<file path="src/hdl/mta_pkg.sv">
// Purpose: constants shared by the macrocell test access block
// Assumes: 100 MHz clk_sys
// Notes:   sixteen macrocells, one register each
package mta_pkg;
    localparam int unsigned CELLS          = 16;
    localparam int unsigned CLK_PERIOD_PS  = 10000;
    // power-up clear completion time
    localparam int unsigned PUR_TIME_NS    = 10000;
    localparam int unsigned PUR_CYCLES     = (PUR_TIME_NS * 1000) / CLK_PERIOD_PS;
    localparam int unsigned PUR_CNT_W      = 10;
    // combinatorial path through one transparent latch
    localparam int unsigned PTD_TIME_NS    = 28;
    localparam int unsigned PTD_CYCLES     = (PTD_TIME_NS * 1000 + CLK_PERIOD_PS - 1) / CLK_PERIOD_PS;
    // gate open to output through transparent latch
    localparam int unsigned GOL_TIME_NS    = 15;
    localparam int unsigned GOL_CYCLES     = (GOL_TIME_NS * 1000 + CLK_PERIOD_PS - 1) / CLK_PERIOD_PS;
    localparam int unsigned DLY_W          = 3;
    localparam logic [15:0] REG_RESET      = 16'h0000;

    typedef enum logic [1:0] {
        MTA_NORMAL  = 2'b00,
        MTA_PRELOAD = 2'b01,
        MTA_OBSERVE = 2'b10
    } mta_mode_e;
endpackage

</file>
<file path="src/hdl/mta_top.sv">
// Purpose: macrocell register test access: preload, observe, power-up clear
// Assumes: tester drives pins; clk_sys is the fast sampling clock
// Notes:   pins pass two flip-flops before any logic reads them
`timescale 1ns/1ps

module mta_top (
    // clock and reset
    input  wire logic        clk_sys,
    input  wire logic        rst_b,
    input  wire logic        clk_en,
    // test commands from dedicated inputs
    input  wire logic        preload_term,
    input  wire logic        observe_term,
    // device pin clock and latch gate
    input  wire logic        pin_clk,
    input  wire logic        latch_gate_n,
    // programmed configuration
    input  wire logic [15:0] polarity_low,
    input  wire logic [15:0] latch_sel,
    // normal function data and enables
    input  wire logic [15:0] func_d,
    input  wire logic [15:0] func_oe,
    // io pins
    input  wire logic [15:0] io_i,
    output logic      [15:0] io_o,
    output logic      [15:0] io_oe,
    // status
    output logic             pur_done,
    output logic      [1:0]  mode
);
    // ------------------------------------------------------------
    // input synchronisers
    // ------------------------------------------------------------
    // one word for all pin inputs: two commands, pin clock and latch gate, then sixteen io pins
    logic [19:0] s1_q;
    logic [19:0] s2_q;
    always_ff @(posedge clk_sys or negedge rst_b) begin
        if (!rst_b) begin
            s1_q <= '0;
            s2_q <= '0;
        end else if (clk_en) begin
            s1_q <= {preload_term, observe_term, pin_clk, latch_gate_n, io_i};
            s2_q <= s1_q;
        end
    end

    logic        pre_s;
    logic        obs_s;
    logic        clk_s;
    logic        gate_n_s;
    logic [15:0] io_s;
    assign pre_s    = s2_q[19];
    assign obs_s    = s2_q[18];
    assign clk_s    = s2_q[17];
    assign gate_n_s = s2_q[16];
    assign io_s     = s2_q[15:0];

    // ------------------------------------------------------------
    // decode helpers
    // ------------------------------------------------------------
    // command priority: observe overrides preload
    function automatic mta_pkg::mta_mode_e mta_decode_mode(
        input logic obs,
        input logic pre
    );
        mta_pkg::mta_mode_e m;
        m = mta_pkg::MTA_NORMAL;
        if (obs)
            m = mta_pkg::MTA_OBSERVE;
        else if (pre)
            m = mta_pkg::MTA_PRELOAD;
        return m;
    endfunction

    // pin level of a cell value through its programmed polarity
    function automatic logic [15:0] mta_pin_level(
        input logic [15:0] value,
        input logic [15:0] pol
    );
        return value ^ pol;
    endfunction

    // ------------------------------------------------------------
    // power-up clear timer
    // ------------------------------------------------------------
    logic [mta_pkg::PUR_CNT_W-1:0] pur_cnt_q;
    // pin clock edges are ignored while the clear window runs,
    // so no register can pick up a value before the clear ends
    logic                          pur_busy;
    assign pur_busy = (pur_cnt_q != mta_pkg::PUR_CNT_W'(mta_pkg::PUR_CYCLES - 1));
    always_ff @(posedge clk_sys or negedge rst_b) begin
        if (!rst_b)
            pur_cnt_q <= '0;
        else if (clk_en && pur_busy)
            pur_cnt_q <= pur_cnt_q + 10'h001;
    end

    // ------------------------------------------------------------
    // mode decode
    // ------------------------------------------------------------
    mta_pkg::mta_mode_e mode_d;
    always_comb begin
        mode_d = mta_decode_mode(obs_s, pre_s);
    end

    // ------------------------------------------------------------
    // pin clock edge and macrocell registers
    // ------------------------------------------------------------
    logic        clk_prev_q;
    logic        clk_rise;
    logic [15:0] reg_q;
    assign clk_rise = clk_s && !clk_prev_q && !pur_busy;

    // load strobes: observe mode ignores pin clock edges
    logic        load_pre;
    logic        load_func;
    assign load_pre  = clk_rise && (mode_d == mta_pkg::MTA_PRELOAD);
    assign load_func = clk_rise && (mode_d == mta_pkg::MTA_NORMAL);

    always_ff @(posedge clk_sys or negedge rst_b) begin
        if (!rst_b)
            clk_prev_q <= 1'b0;
        else if (clk_en)
            clk_prev_q <= clk_s;
    end

    // register update: preload from pins or normal function
    always_ff @(posedge clk_sys or negedge rst_b) begin
        if (!rst_b) begin
            reg_q <= mta_pkg::REG_RESET;
        end else if (clk_en) begin
            if (pur_busy)
                reg_q <= mta_pkg::REG_RESET;
            else if (load_pre)
                reg_q <= io_s;
            else if (load_func)
                reg_q <= func_d;
        end
    end

    // ------------------------------------------------------------
    // transparent latch cells
    // ------------------------------------------------------------
    logic [15:0] lat_q;
    genvar gi;
    generate
        for (gi = 0; gi < 16; gi++) begin : g_cell
            mta_latch_cell u_cell (
                .clk_sys   (clk_sys),
                .rst_b     (rst_b),
                .clk_en    (clk_en),
                .d_in      (func_d[gi]),
                .gate_open (!gate_n_s),
                .q_out     (lat_q[gi])
            );
        end
    endgenerate

    // ------------------------------------------------------------
    // output drive
    // ------------------------------------------------------------
    // latched cells take the latch model, registered cells the register
    logic [15:0] cell_val;
    assign cell_val = (reg_q & ~latch_sel) | (lat_q & latch_sel);

    // observe shows raw register values with every buffer on;
    // preload leaves the pins to the tester

    always_ff @(posedge clk_sys or negedge rst_b) begin
        if (!rst_b) begin
            io_o  <= 16'h0000;
            io_oe <= 16'h0000;
        end else if (clk_en) begin
            case (mode_d)
                mta_pkg::MTA_OBSERVE: begin
                    io_o  <= reg_q;
                    io_oe <= 16'hffff;
                end
                mta_pkg::MTA_PRELOAD: begin
                    io_o  <= mta_pin_level(reg_q, polarity_low);
                    io_oe <= 16'h0000; // pins are driven by tester
                end
                mta_pkg::MTA_NORMAL: begin
                    io_o  <= mta_pin_level(cell_val, polarity_low);
                    io_oe <= func_oe;
                end
                default: begin
                    io_o  <= 16'h0000;
                    io_oe <= 16'h0000;
                end
            endcase
        end
    end

    // ------------------------------------------------------------
    // status outputs
    // ------------------------------------------------------------
    // registered copies so every top output comes from a flip-flop
    always_ff @(posedge clk_sys or negedge rst_b) begin
        if (!rst_b) begin
            pur_done <= 1'b0;
            mode     <= 2'b00;
        end else if (clk_en) begin
            pur_done <= !pur_busy;
            mode     <= mode_d;
        end
    end
endmodule // mta_top

</file>
<file path="src/hdl/mta_latch_cell.sv">
// Purpose: one latched macrocell output timing model
// Assumes: inputs already synchronised to clk_sys
// Notes:   path delay and gate delay counted in cycles
`timescale 1ns/1ps
module mta_latch_cell (
    // clock and reset
    input  wire logic clk_sys,
    input  wire logic rst_b,
    input  wire logic clk_en,
    // latch side
    input  wire logic d_in,
    input  wire logic gate_open,
    output logic      q_out
);
    logic [mta_pkg::DLY_W-1:0] path_cnt_q;
    logic [mta_pkg::DLY_W-1:0] gate_cnt_q;
    logic                      d_prev_q;
    logic                      path_ok;
    logic                      gate_ok;

    assign path_ok = (path_cnt_q == mta_pkg::DLY_W'(mta_pkg::PTD_CYCLES));
    assign gate_ok = (gate_cnt_q == mta_pkg::DLY_W'(mta_pkg::GOL_CYCLES));

    // age of latest input change
    always_ff @(posedge clk_sys or negedge rst_b) begin
        if (!rst_b) begin
            d_prev_q   <= 1'b0;
            path_cnt_q <= '0;
        end else if (clk_en) begin
            d_prev_q <= d_in;
            if (d_in != d_prev_q)
                path_cnt_q <= 3'h1;
            else if (!path_ok)
                path_cnt_q <= path_cnt_q + 3'h1;
        end
    end

    // time since the gate went transparent
    always_ff @(posedge clk_sys or negedge rst_b) begin
        if (!rst_b) begin
            gate_cnt_q <= '0;
        end else if (clk_en) begin
            if (!gate_open)
                gate_cnt_q <= '0;
            else if (!gate_ok)
                gate_cnt_q <= gate_cnt_q + 3'h1;
        end
    end

    // output follows at the later of both delays
    always_ff @(posedge clk_sys or negedge rst_b) begin
        if (!rst_b)
            q_out <= 1'b0;
        else if (clk_en && path_ok && gate_ok)
            q_out <= d_prev_q;
    end
endmodule // mta_latch_cell

</file>
<file path="config.mk">
export PLATFORM = sky130hd
export DESIGN_NAME = mta_top
export DESIGN_NICKNAME = d
export VERILOG_FILES = /design/src/hdl/mta_pkg.sv /design/src/hdl/mta_top.sv /design/src/hdl/mta_latch_cell.sv
export SDC_FILE = /design/constraint.sdc
export NUM_CORES = 1
export LEC_CHECK = 0
export ABC_AREA = 0
export BUFFER_PORTS_ARGS = -buffer_cell sky130_fd_sc_hd__clkbuf_2
export CAP_MARGIN = 40
export CORE_MARGIN = 5
export CORE_UTILIZATION = 25
export CTS_CLUSTER_DIAMETER = 40
export CTS_CLUSTER_SIZE = 40
export DETAILED_ROUTE_END_ITERATION = 6
export SYNTH_ARGS = -nofsm -noshare
export SYNTH_HDL_FRONTEND = slang
export SYNTH_SLANG_ARGS = --single-unit
</file>
<file path="constraint.sdc">
create_clock -name clk_sys -period 1.82 [get_ports clk_sys]
set_clock_uncertainty 0.05 [all_clocks]
set_input_delay 0.182 -clock clk_sys [delete_from_list [all_inputs] [get_ports clk_sys]]
set_output_delay 0.182 -clock clk_sys [all_outputs]
set_load 0.02 [all_outputs]
</file>
# Word-level counts from Yosys, hierarchy flattened
# Index checks and enable logic that the tools add are counted.
# totals
inputBits	87
regBits	230
output_inout_bits	35
elab_cells	340
# op_classes
n_reduce_logical	74
muxes	71
eq_ne	83
bitwise	6
n_addsub	33
# op_table
operator	count
$mux 3	64
$add 3x1->3 const B	32
$eq 3x2->1 const B	32
$reduce_and 2->1	33
$ne 2x2->1 const B	32
$mux 16	3
$pmux 16 s3	1
$logic_and 1x1->1	37
$and 16x16->16	2
$pmux 16 s2	1
$xor 16x16->16	2
$ne 1x1->1	16
$not 16->16	1
$or 16x16->16	1
$add 10x1->10 const B	1
$ne 10x10->1 const B	1
$reduce_bool 3->1	1
$eq 2x1->1 const B	1
$eq 2x2->1 const B	1
$logic_not 1->1	2
$logic_not 2->1	1
$mux 2	1
$mux 1	1

# Depth between registers and ports, before layout
# Gate-level depths: netlist (run 1).
# depth
word_depth	7
mapped_depth	7

# Cells and area by module
# A second synthesis (run 1) with hierarchy kept.
# unflattened
cells_unflattened	1116
area_unflattened_um2	12309.3
# by_module_without_submodules
module	instances	area_each_um2	cells_per_inst
mta_latch_cell (g_cell[0].u_cell ...)	15	467.9	42
mta_top	1	4818.4	445
mta_latch_cell (g_cell[3].u_cell)	1	471.7	41

# Worst setup path after synthesis (run 1)
# Ideal clock, no wire load.
# synth_path
path_type	reg-to-reg
startpoint	register pur_cnt_q[0] in the netlist's numbering
endpoint	register reg_q[10]
setup_slack_ps	198
setup_time_ps	126
arrival_ps	1446
path_stages_with_launch	6
cell_sequence	dfrtp_1 ha_1 and4bb_4 a31oi_1 buf_2 o21ai_1
# synth_via
elab_chain_cells	6
# synth_lines
element	line	source
start: declaration	mta_top.sv:86	logic [mta_pkg::PUR_CNT_W-1:0] pur_cnt_q;
start signal: assignment	mta_top.sv:95	pur_cnt_q <= pur_cnt_q + 10'h001;
$ne 10x10->1 (*)	mta_top.sv:90	assign pur_busy = (pur_cnt_q != mta_pkg::PUR_CNT_W'(mta_pkg::PUR_CYCLES - 1));
$logic_not 1->1	mta_top.sv:112	assign clk_rise = clk_s && !clk_prev_q && !pur_busy;
$logic_and 1x1->1	mta_top.sv:112	
$logic_and 1x1->1 (on tied branches)	mta_top.sv:117, mta_top.sv:118	
$reduce_bool 3->1 (no source line) or $mux 16 (tied branches)	n/a	
$reduce_and 2->1 (no source line) or $mux 16 (tied branches)	n/a	
end signal: assignment	mta_top.sv:130	reg_q <= mta_pkg::REG_RESET;
end signal: assignment	mta_top.sv:133	reg_q <= mta_pkg::REG_RESET;
end signal: assignment	mta_top.sv:135	reg_q <= io_s;
end: declaration	mta_top.sv:111	logic [15:0] reg_q;
# Every way passes the cells marked *; elsewhere a longest branch is shown, timed or not.
# A chain may end at the register's enable or synchronous reset.

# Worst setup path in the final report (run 1)
# layout_path
startpoint	register pur_cnt_q[0] in the netlist's numbering
endpoint	register reg_q[0]
# The elaborated chain is that of the path after synthesis.

==> impl_metrics.tcl, run 1 <==
set metrics [dict create \
    row_count 79 \
    rsz0062_at_grt "no" \
    crit_path_start_kind "flip-flop" \
    syn-num-nets 1224 \
    place_congestion 0.7771 \
    synth_edf_count 0 \
    gr-total-overflow 0 \
    vdd_drop_max_uv 886.9 \
    die_area_sq_mm 0.05179 \
    timing.final.crit_share 0.9075 \
    htree_levels 1 \
    power_leakage_nw 6.727 \
    rr_startpoint "pur_cnt_q[0]" \
    hp-class "primary input to async pin" \
    critical_path_required_ps 2200 \
    path_max_fanout 13 \
    synth_seq_cells 230 \
    start_util 0.2537 \
    status "finished clean" \
    cts-buffers-inserted 30 \
    syn_inst 1072 \
    vias 8759 \
    period_needed_ps 1652 \
    antenna_cells_inserted 0 \
    async_flop_share 1.000 \
    slew_viol_final 0 \
    drc 0 \
    r2r-end "reg_q[0]" \
    mostFrequentLayoutCell "dfrtp_1" \
    fp.dieH_um 227.6 \
    cp.arrival_ps 2030 \
    r2r_slack_ps 170 \
    design_area_sq_mm 0.01500 \
    p_per_area_mw_per_mm2 1308 \
    clock_latency_ps 550 \
    ys_types 50 \
    ys.warnings.count 0 \
    grt_pass1_wl_um 45200 \
    clockRootBuffer "clkbuf_16" \
    wl_um 26590 \
    coreArea_sq_mm 0.04665 \
    fillCellCount 4687 \
    tritoncts "built" \
    grt_pass1_vias 8851 \
    area_growth_pct 26.73 \
    ff2ff_path_depth 6 \
    gr-usage-all-layers 0.1032 \
    grt_antenna_before_repair 0 \
    hold_viol 0 \
    drt-initial-drc-count 412 \
    final_util 0.3215 \
    worst_pin_slew_ps 419.2 \
    setup_viol 0 \
    hpwl_um 18590 \
    grt_max_degree 77 \
    max_cap_viol_count 0 \
    clk_path_buf_depth 3 \
    drtPass1Iterations 6 \
    portBuffers 121 \
    via_per_inst 4.637 \
    die_w_um 227.6 \
    wire_per_inst_um 14.08 \
    path_class "flip-flop to flip-flop" \
    ys_seq_area_frac 0.4863 \
    path_clk_slew_ps 60 \
    slew_headroom 0.7205 \
    ant_nets 0 \
    nets 1410 \
    cts.sink_count 230 \
    cts_setup_buffers 0 \
    fmax_mhz 605.5 \
    ys.flop_type "dfrtp_1" \
    syn_area_sq_mm 0.01184 \
    drive_gt1_frac 0.1895 \
    tns_ps 0 \
    layout_common_cells "dfrtp_1 (229), clkbuf_2 (119), a21oi_1 (87)" \
    crit_path_end_kind "flip-flop" \
    syn_area_per_cell_sq_um 11.04 \
    place_area_sq_mm 0.01334 \
    io_pins 122 \
]
[worst max-delay path by stage]
stage	to	depth (start not counted)	startpoint	slack, ps
3_5_place_dp	reg_q[4]	6	pur_cnt_q[0]	120
4_1_cts	reg_q[0]	6	pur_cnt_q[0]	90
2_1_floorplan	reg_q[10]	5	pur_cnt_q[0]	200
6_report	reg_q[0]	6	pur_cnt_q[0]	170
3_3_place_gp	reg_q[0]	6	pur_cnt_q[0]	140
5_1_grt	reg_q[0]	6	pur_cnt_q[0]	20
[state kept, by name, indices dropped and copies added, names as in the netlist]
name                      count
clk_prev_q                    1
g_cell.u_cell.d_prev_q       16
g_cell.u_cell.gate_cnt_q     48
g_cell.u_cell.path_cnt_q     48
g_cell.u_cell.q_out          16
io_o                         16
io_oe                        16
mode                          2
pur_cnt_q                    10
pur_done                      1
reg_q                        16
s1_q                         20
s2_q                         20
[final cells by class]
type	instances	area (sq um)	share of cell area
clock inverter	20	300.3	0.02002
sequential	230	5757	0.3838
inverter	85	320.3	0.02136
multi-input combinational	702	5504	0.3670
timing repair buffer	209	1543	0.1029
clock buffer	36	814.5	0.05431
tap	607	759.5	0.05064
[per-layer routing]
layer | global-route usage | up-vias | wire (um)
li1 | - | 4276 | -
met2 | 0.1783 | 158 | 13030
met4 | 0.02836 | 0 | 490
met1 | 0.1356 | 4292 | 12050
met3 | 0.01457 | 33 | 1017
met5 | 0 | - | 0
[cell families after synthesis]
logic type | share of synthesized area
adder cells (fa/ha/maj) | 0.06872
XOR/XNOR | 0.03108
multiplexers | 0.1050
AND/OR/NAND/NOR | 0.08997
flip-flops | 0.4863
buffers and inverters | 0.04937
AO/OA/AOI/OAI | 0.1696
[critical path: stages, from the launching register on]
cell and delay (ps):
dfrtp_1 380, ha_1 200, and4bb_4 290, nand4_4 140, buf_12 180, o221ai_1 170
o21ai_0 120
[Yosys cell counts (2+ instances only)]
| cell type | n | area share |
|---|---|---|
| buf_6 | 3 | 0.0029 |
| dfrtp_1 | 230 | 0.49 |
| a31oi_1 | 2 | 0.0011 |
| buf_2 | 23 | 0.0097 |
| xor2_1 | 33 | 0.024 |
| inv_1 | 83 | 0.026 |
| and2_1 | 2 | 0.0011 |
| a22o_1 | 11 | 0.0081 |
| a21o_1 | 8 | 0.0051 |
| o21a_1 | 17 | 0.011 |
| o21ai_1 | 16 | 0.0068 |
| nor2b_1 | 33 | 0.017 |
| o221ai_2 | 10 | 0.013 |
| a22oi_1 | 21 | 0.013 |
| ha_1 | 65 | 0.069 |
| o21ai_0 | 11 | 0.0047 |
| nand4b_1 | 10 | 0.0074 |
| nor3_1 | 42 | 0.018 |
| nand4_1 | 2 | 0.0011 |
| o22a_1 | 12 | 0.0089 |
| o22ai_1 | 26 | 0.014 |
| o2bb2ai_1 | 37 | 0.027 |
| mux2i_1 | 33 | 0.028 |
| nand2b_1 | 16 | 0.0085 |
| clkbuf_1 | 20 | 0.0063 |
| inv_2 | 2 | 0.00063 |
| mux2_1 | 66 | 0.063 |
| o221ai_1 | 22 | 0.016 |
| nand2_1 | 24 | 0.0076 |
| xnor2_1 | 9 | 0.0067 |
| o31ai_1 | 3 | 0.0019 |
| nor2_1 | 39 | 0.012 |
| mux2_2 | 15 | 0.014 |
| buf_4 | 2 | 0.0013 |
| nand3_1 | 12 | 0.0051 |
| buf_1 | 7 | 0.0022 |
| nor4_1 | 6 | 0.0032 |
| a21oi_1 | 87 | 0.037 |
[power by group]
| part | switching, W | total [W] | leakage, nW | internal (W) |
|---|---|---|---|---|
| clock | 0.00240 | 0.00649 | 0.549 | 0.00410 |
| combinational | 0.00268 | 0.00535 | 3.35 | 0.00267 |
| sequential | 0.00125 | 0.00777 | 2.83 | 0.00652 |
| total | 0.00632 | 0.0196 | 6.73 | 0.0133 |
[timing repair]
| action | in CTS | in global routing |
|---|---|---|
| endpoints found under the hold margin | 314 | 0 |
| resized for setup | 0 | 2 |
| hold buffers | 54 | 0 |
| endpoints found under the setup margin | 0 | 1 |
[metrics by stage]
step	hold slack (ps)	worst slack (ps)	instances	total power, W
6_report	69.55	168.4	1889	0.01961
5_1_grt	77.26	20.48	1889	0.02106
4_1_cts	50.09	87.89	1889	0.01987
3_5_place_dp	45.50	116.3	1779	0.01315
3_3_place_gp	41.67	142.5	1779	0.01279
2_1_floorplan	-163.6	197.8	1072	0.01160
No activity file was read; power rests on OpenSTA's default activity.
==> run 2, diff against run 1 <==
==> constraint.sdc (replaced) <==
create_clock -name clk_sys -period 1.5 [get_ports clk_sys]
set_clock_uncertainty 0.05 [all_clocks]
set_input_delay 0.15 -clock clk_sys [delete_from_list [all_inputs] [get_ports clk_sys]]
set_output_delay 0.15 -clock clk_sys [all_outputs]
set_load 0.02 [all_outputs]
==> run 2 against run 1 <==
Net effect: the flow now finishes with violations (negative setup slack); non-clock buffer count increased by 66; sequential share of layout area decreased by 1.7 points; critical endpoint is now reg_q[7]; via count increased by 1.8%; sequential power increased by 20%.
==> impl_metrics.tcl, run 2 (synthesis gave the netlist of run 1 again) <==
set metrics [dict create \
    status "complete, but fails checks" \
    violations "negative setup slack" \
    grt_pass1_vias 9038 \
    slew_viol_final 0 \
    cpPeakStageDelay_ps 350 \
    place_congestion 0.7691 \
    fmax_mhz 627.2 \
    path_max_fanout 7 \
    cp_cell_sequence "ha_2 -> and4bb_4 -> nand4_4 -> buf_12 -> o221ai_2 -> o21ai_1" \
    antenna_cells_inserted 0 \
    grt_max_degree 51 \
    fillCellCount 4645 \
    grt_pass1_wl_um 45820 \
    worst-path-buf-inv 1 \
    via_per_inst 4.558 \
    critical_path_required_ps 1890 \
    fin_cells 1956 \
    vias 8915 \
    nets 1477 \
    clk_path_buf_depth 3 \
    wl_um 28060 \
    worst_pin_slew_ps 488.3 \
    max_cap_viol_count 0 \
    gr-usage-all-layers 0.1062 \
    drt-initial-drc-count 442 \
    row_count 79 \
    timing.final.crit_share 1.063 \
    gr-total-overflow 0 \
    vdd_drop_max_uv 950.7 \
    cts-buffers-inserted 31 \
    clock_latency_ps 560 \
    power_leakage_nw 7.023 \
    crit_family "simple AND/OR/NAND/NOR gates" \
    fp.dieH_um 227.6 \
    finalWorstSetupSlack_ps -94.48 \
    hp-class "primary input to flip-flop" \
    place_area_sq_mm 0.01381 \
    slew_headroom 0.6745 \
    drc 0 \
    coreArea_sq_mm 0.04665 \
    dp_cells 1839 \
    design_area_sq_mm 0.01570 \
    crit_slowest_cell "dfrtp_1" \
    reg_top3 "g_cell.u_cell.gate_cnt_q (48), g_cell.u_cell.path_cnt_q (48)" \
    drtPass1Iterations 5 \
    ant_nets 0 \
    multi_input_area_sq_mm 0.005720 \
    p_per_area_mw_per_mm2 1572 \
    grt_antenna_before_repair 0 \
    die_area_sq_mm 0.05179 \
    io_pins 122 \
    cts.sink_count 230 \
    start_util 0.2537 \
    hold_viol 0 \
    wire_per_inst_um 14.34 \
    period_needed_ps 1594 \
    area_growth_pct 32.64 \
    crit_path_start_kind "flip-flop" \
    layout_common_cells "dfrtp_1 (228), clkbuf_2 (119), a21oi_1 (87), buf_4 (87), inv_1 (83)" \
    ff_latch_area_sq_mm 0.005758 \
    clockRootBuffer "clkbuf_16" \
    htree_levels 1 \
    portBuffers 121 \
    setup_viol 18 \
    final_util 0.3365 \
    drive_gt1_frac 0.2617 \
    cp.arrival_ps 1990 \
    path_clk_slew_ps 60 \
    path_class "flip-flop to flip-flop" \
    tritoncts "built" \
    die_w_um 227.6 \
    mostFrequentLayoutCell "dfrtp_1" \
    crit_path_end_kind "flip-flop" \
    rsz0062_at_grt "yes" \
    hpwl_um 19640 \
]
[run 2: cell type report]
| type | count | area share |
|---|---|---|
| clock inverters | 22 | 0.01642 |
| repair buffers | 275 | 0.1326 |
| clock buffers | 35 | 0.05101 |
| well taps | 607 | 0.04838 |
| inverters | 85 | 0.02040 |
| flip-flops and latches | 230 | 0.3668 |
| multi-input cells | 702 | 0.3644 |
[run 2: per-stage QoR]
step	TNS [ps]	setup slack, ps	hold WS [ps]	power [W]
2_1_floorplan	-312.1	-29.12	-195.6	0.01408
3_3_place_gp	-652.2	-75.69	51.12	0.01636
3_5_place_dp	-1545	-110.8	59.94	0.01682
4_1_cts	-614.0	-76.86	37.40	0.02460
5_1_grt	-2409	-168.1	74.28	0.02644
6_report	-1311	-94.48	61.26	0.02468
[run 2: worst min-delay path, delay by kind of cell]
kind / cells / cell delay (ps)
compound gates: 3 / 330
buf+inv: 2 / 150
[run 2: path summary, 6_finish.rpt]
check / startpoint / end / slack, ps / cells past startpoint
worst max-delay path: pur_cnt_q[0] / reg_q[7] / -90 / 6
worst min-delay path: polarity_low[1] / io_o[1] / 60 / 5
worst max register to register: pur_cnt_q[0] / reg_q[7] / -90 / 6
worst min register to register: io_o[10] / io_o[10] / 420 / 1
max in group asynchronous: rst_b / g_cell[4].u_cell.gate_cnt_q[0] / 640 / 3
min in group asynchronous: rst_b / io_oe[15] / 70 / 2
[run 2: power by group]
| group | switching [W] | internal (W) | leakage [nW] |
|---|---|---|---|
| Sequential | 0.00138 | 0.00791 | 2.83 |
| Clock | 0.00301 | 0.00444 | 0.500 |
| Combinational | 0.00377 | 0.00417 | 3.70 |
[run 2: what timing repair did]
| action | 4_1_cts | 5_1_grt |
|---|---|---|
| resized for setup | 11 | 54 |
| pin swaps | 2 | 17 |
| cloned | 0 | 1 |
| hold buffers | 54 | 0 |
| hold endpoints to repair | 336 | 0 |
| setup buffers | 3 | 2 |
| endpoints found under the setup margin | 34 | 85 |
[run 2: metal layers]
| layer | part of all wire | vias up | track usage |
|---|---|---|---|
| met5 | 0 | - | 0 |
| met4 | 0.023 | 0 | 0.03472 |
| met3 | 0.030 | 49 | 0.01754 |
| met2 | 0.49 | 114 | 0.1785 |
| met1 | 0.45 | 4348 | 0.1399 |
| li1 | - | 4404 | - |
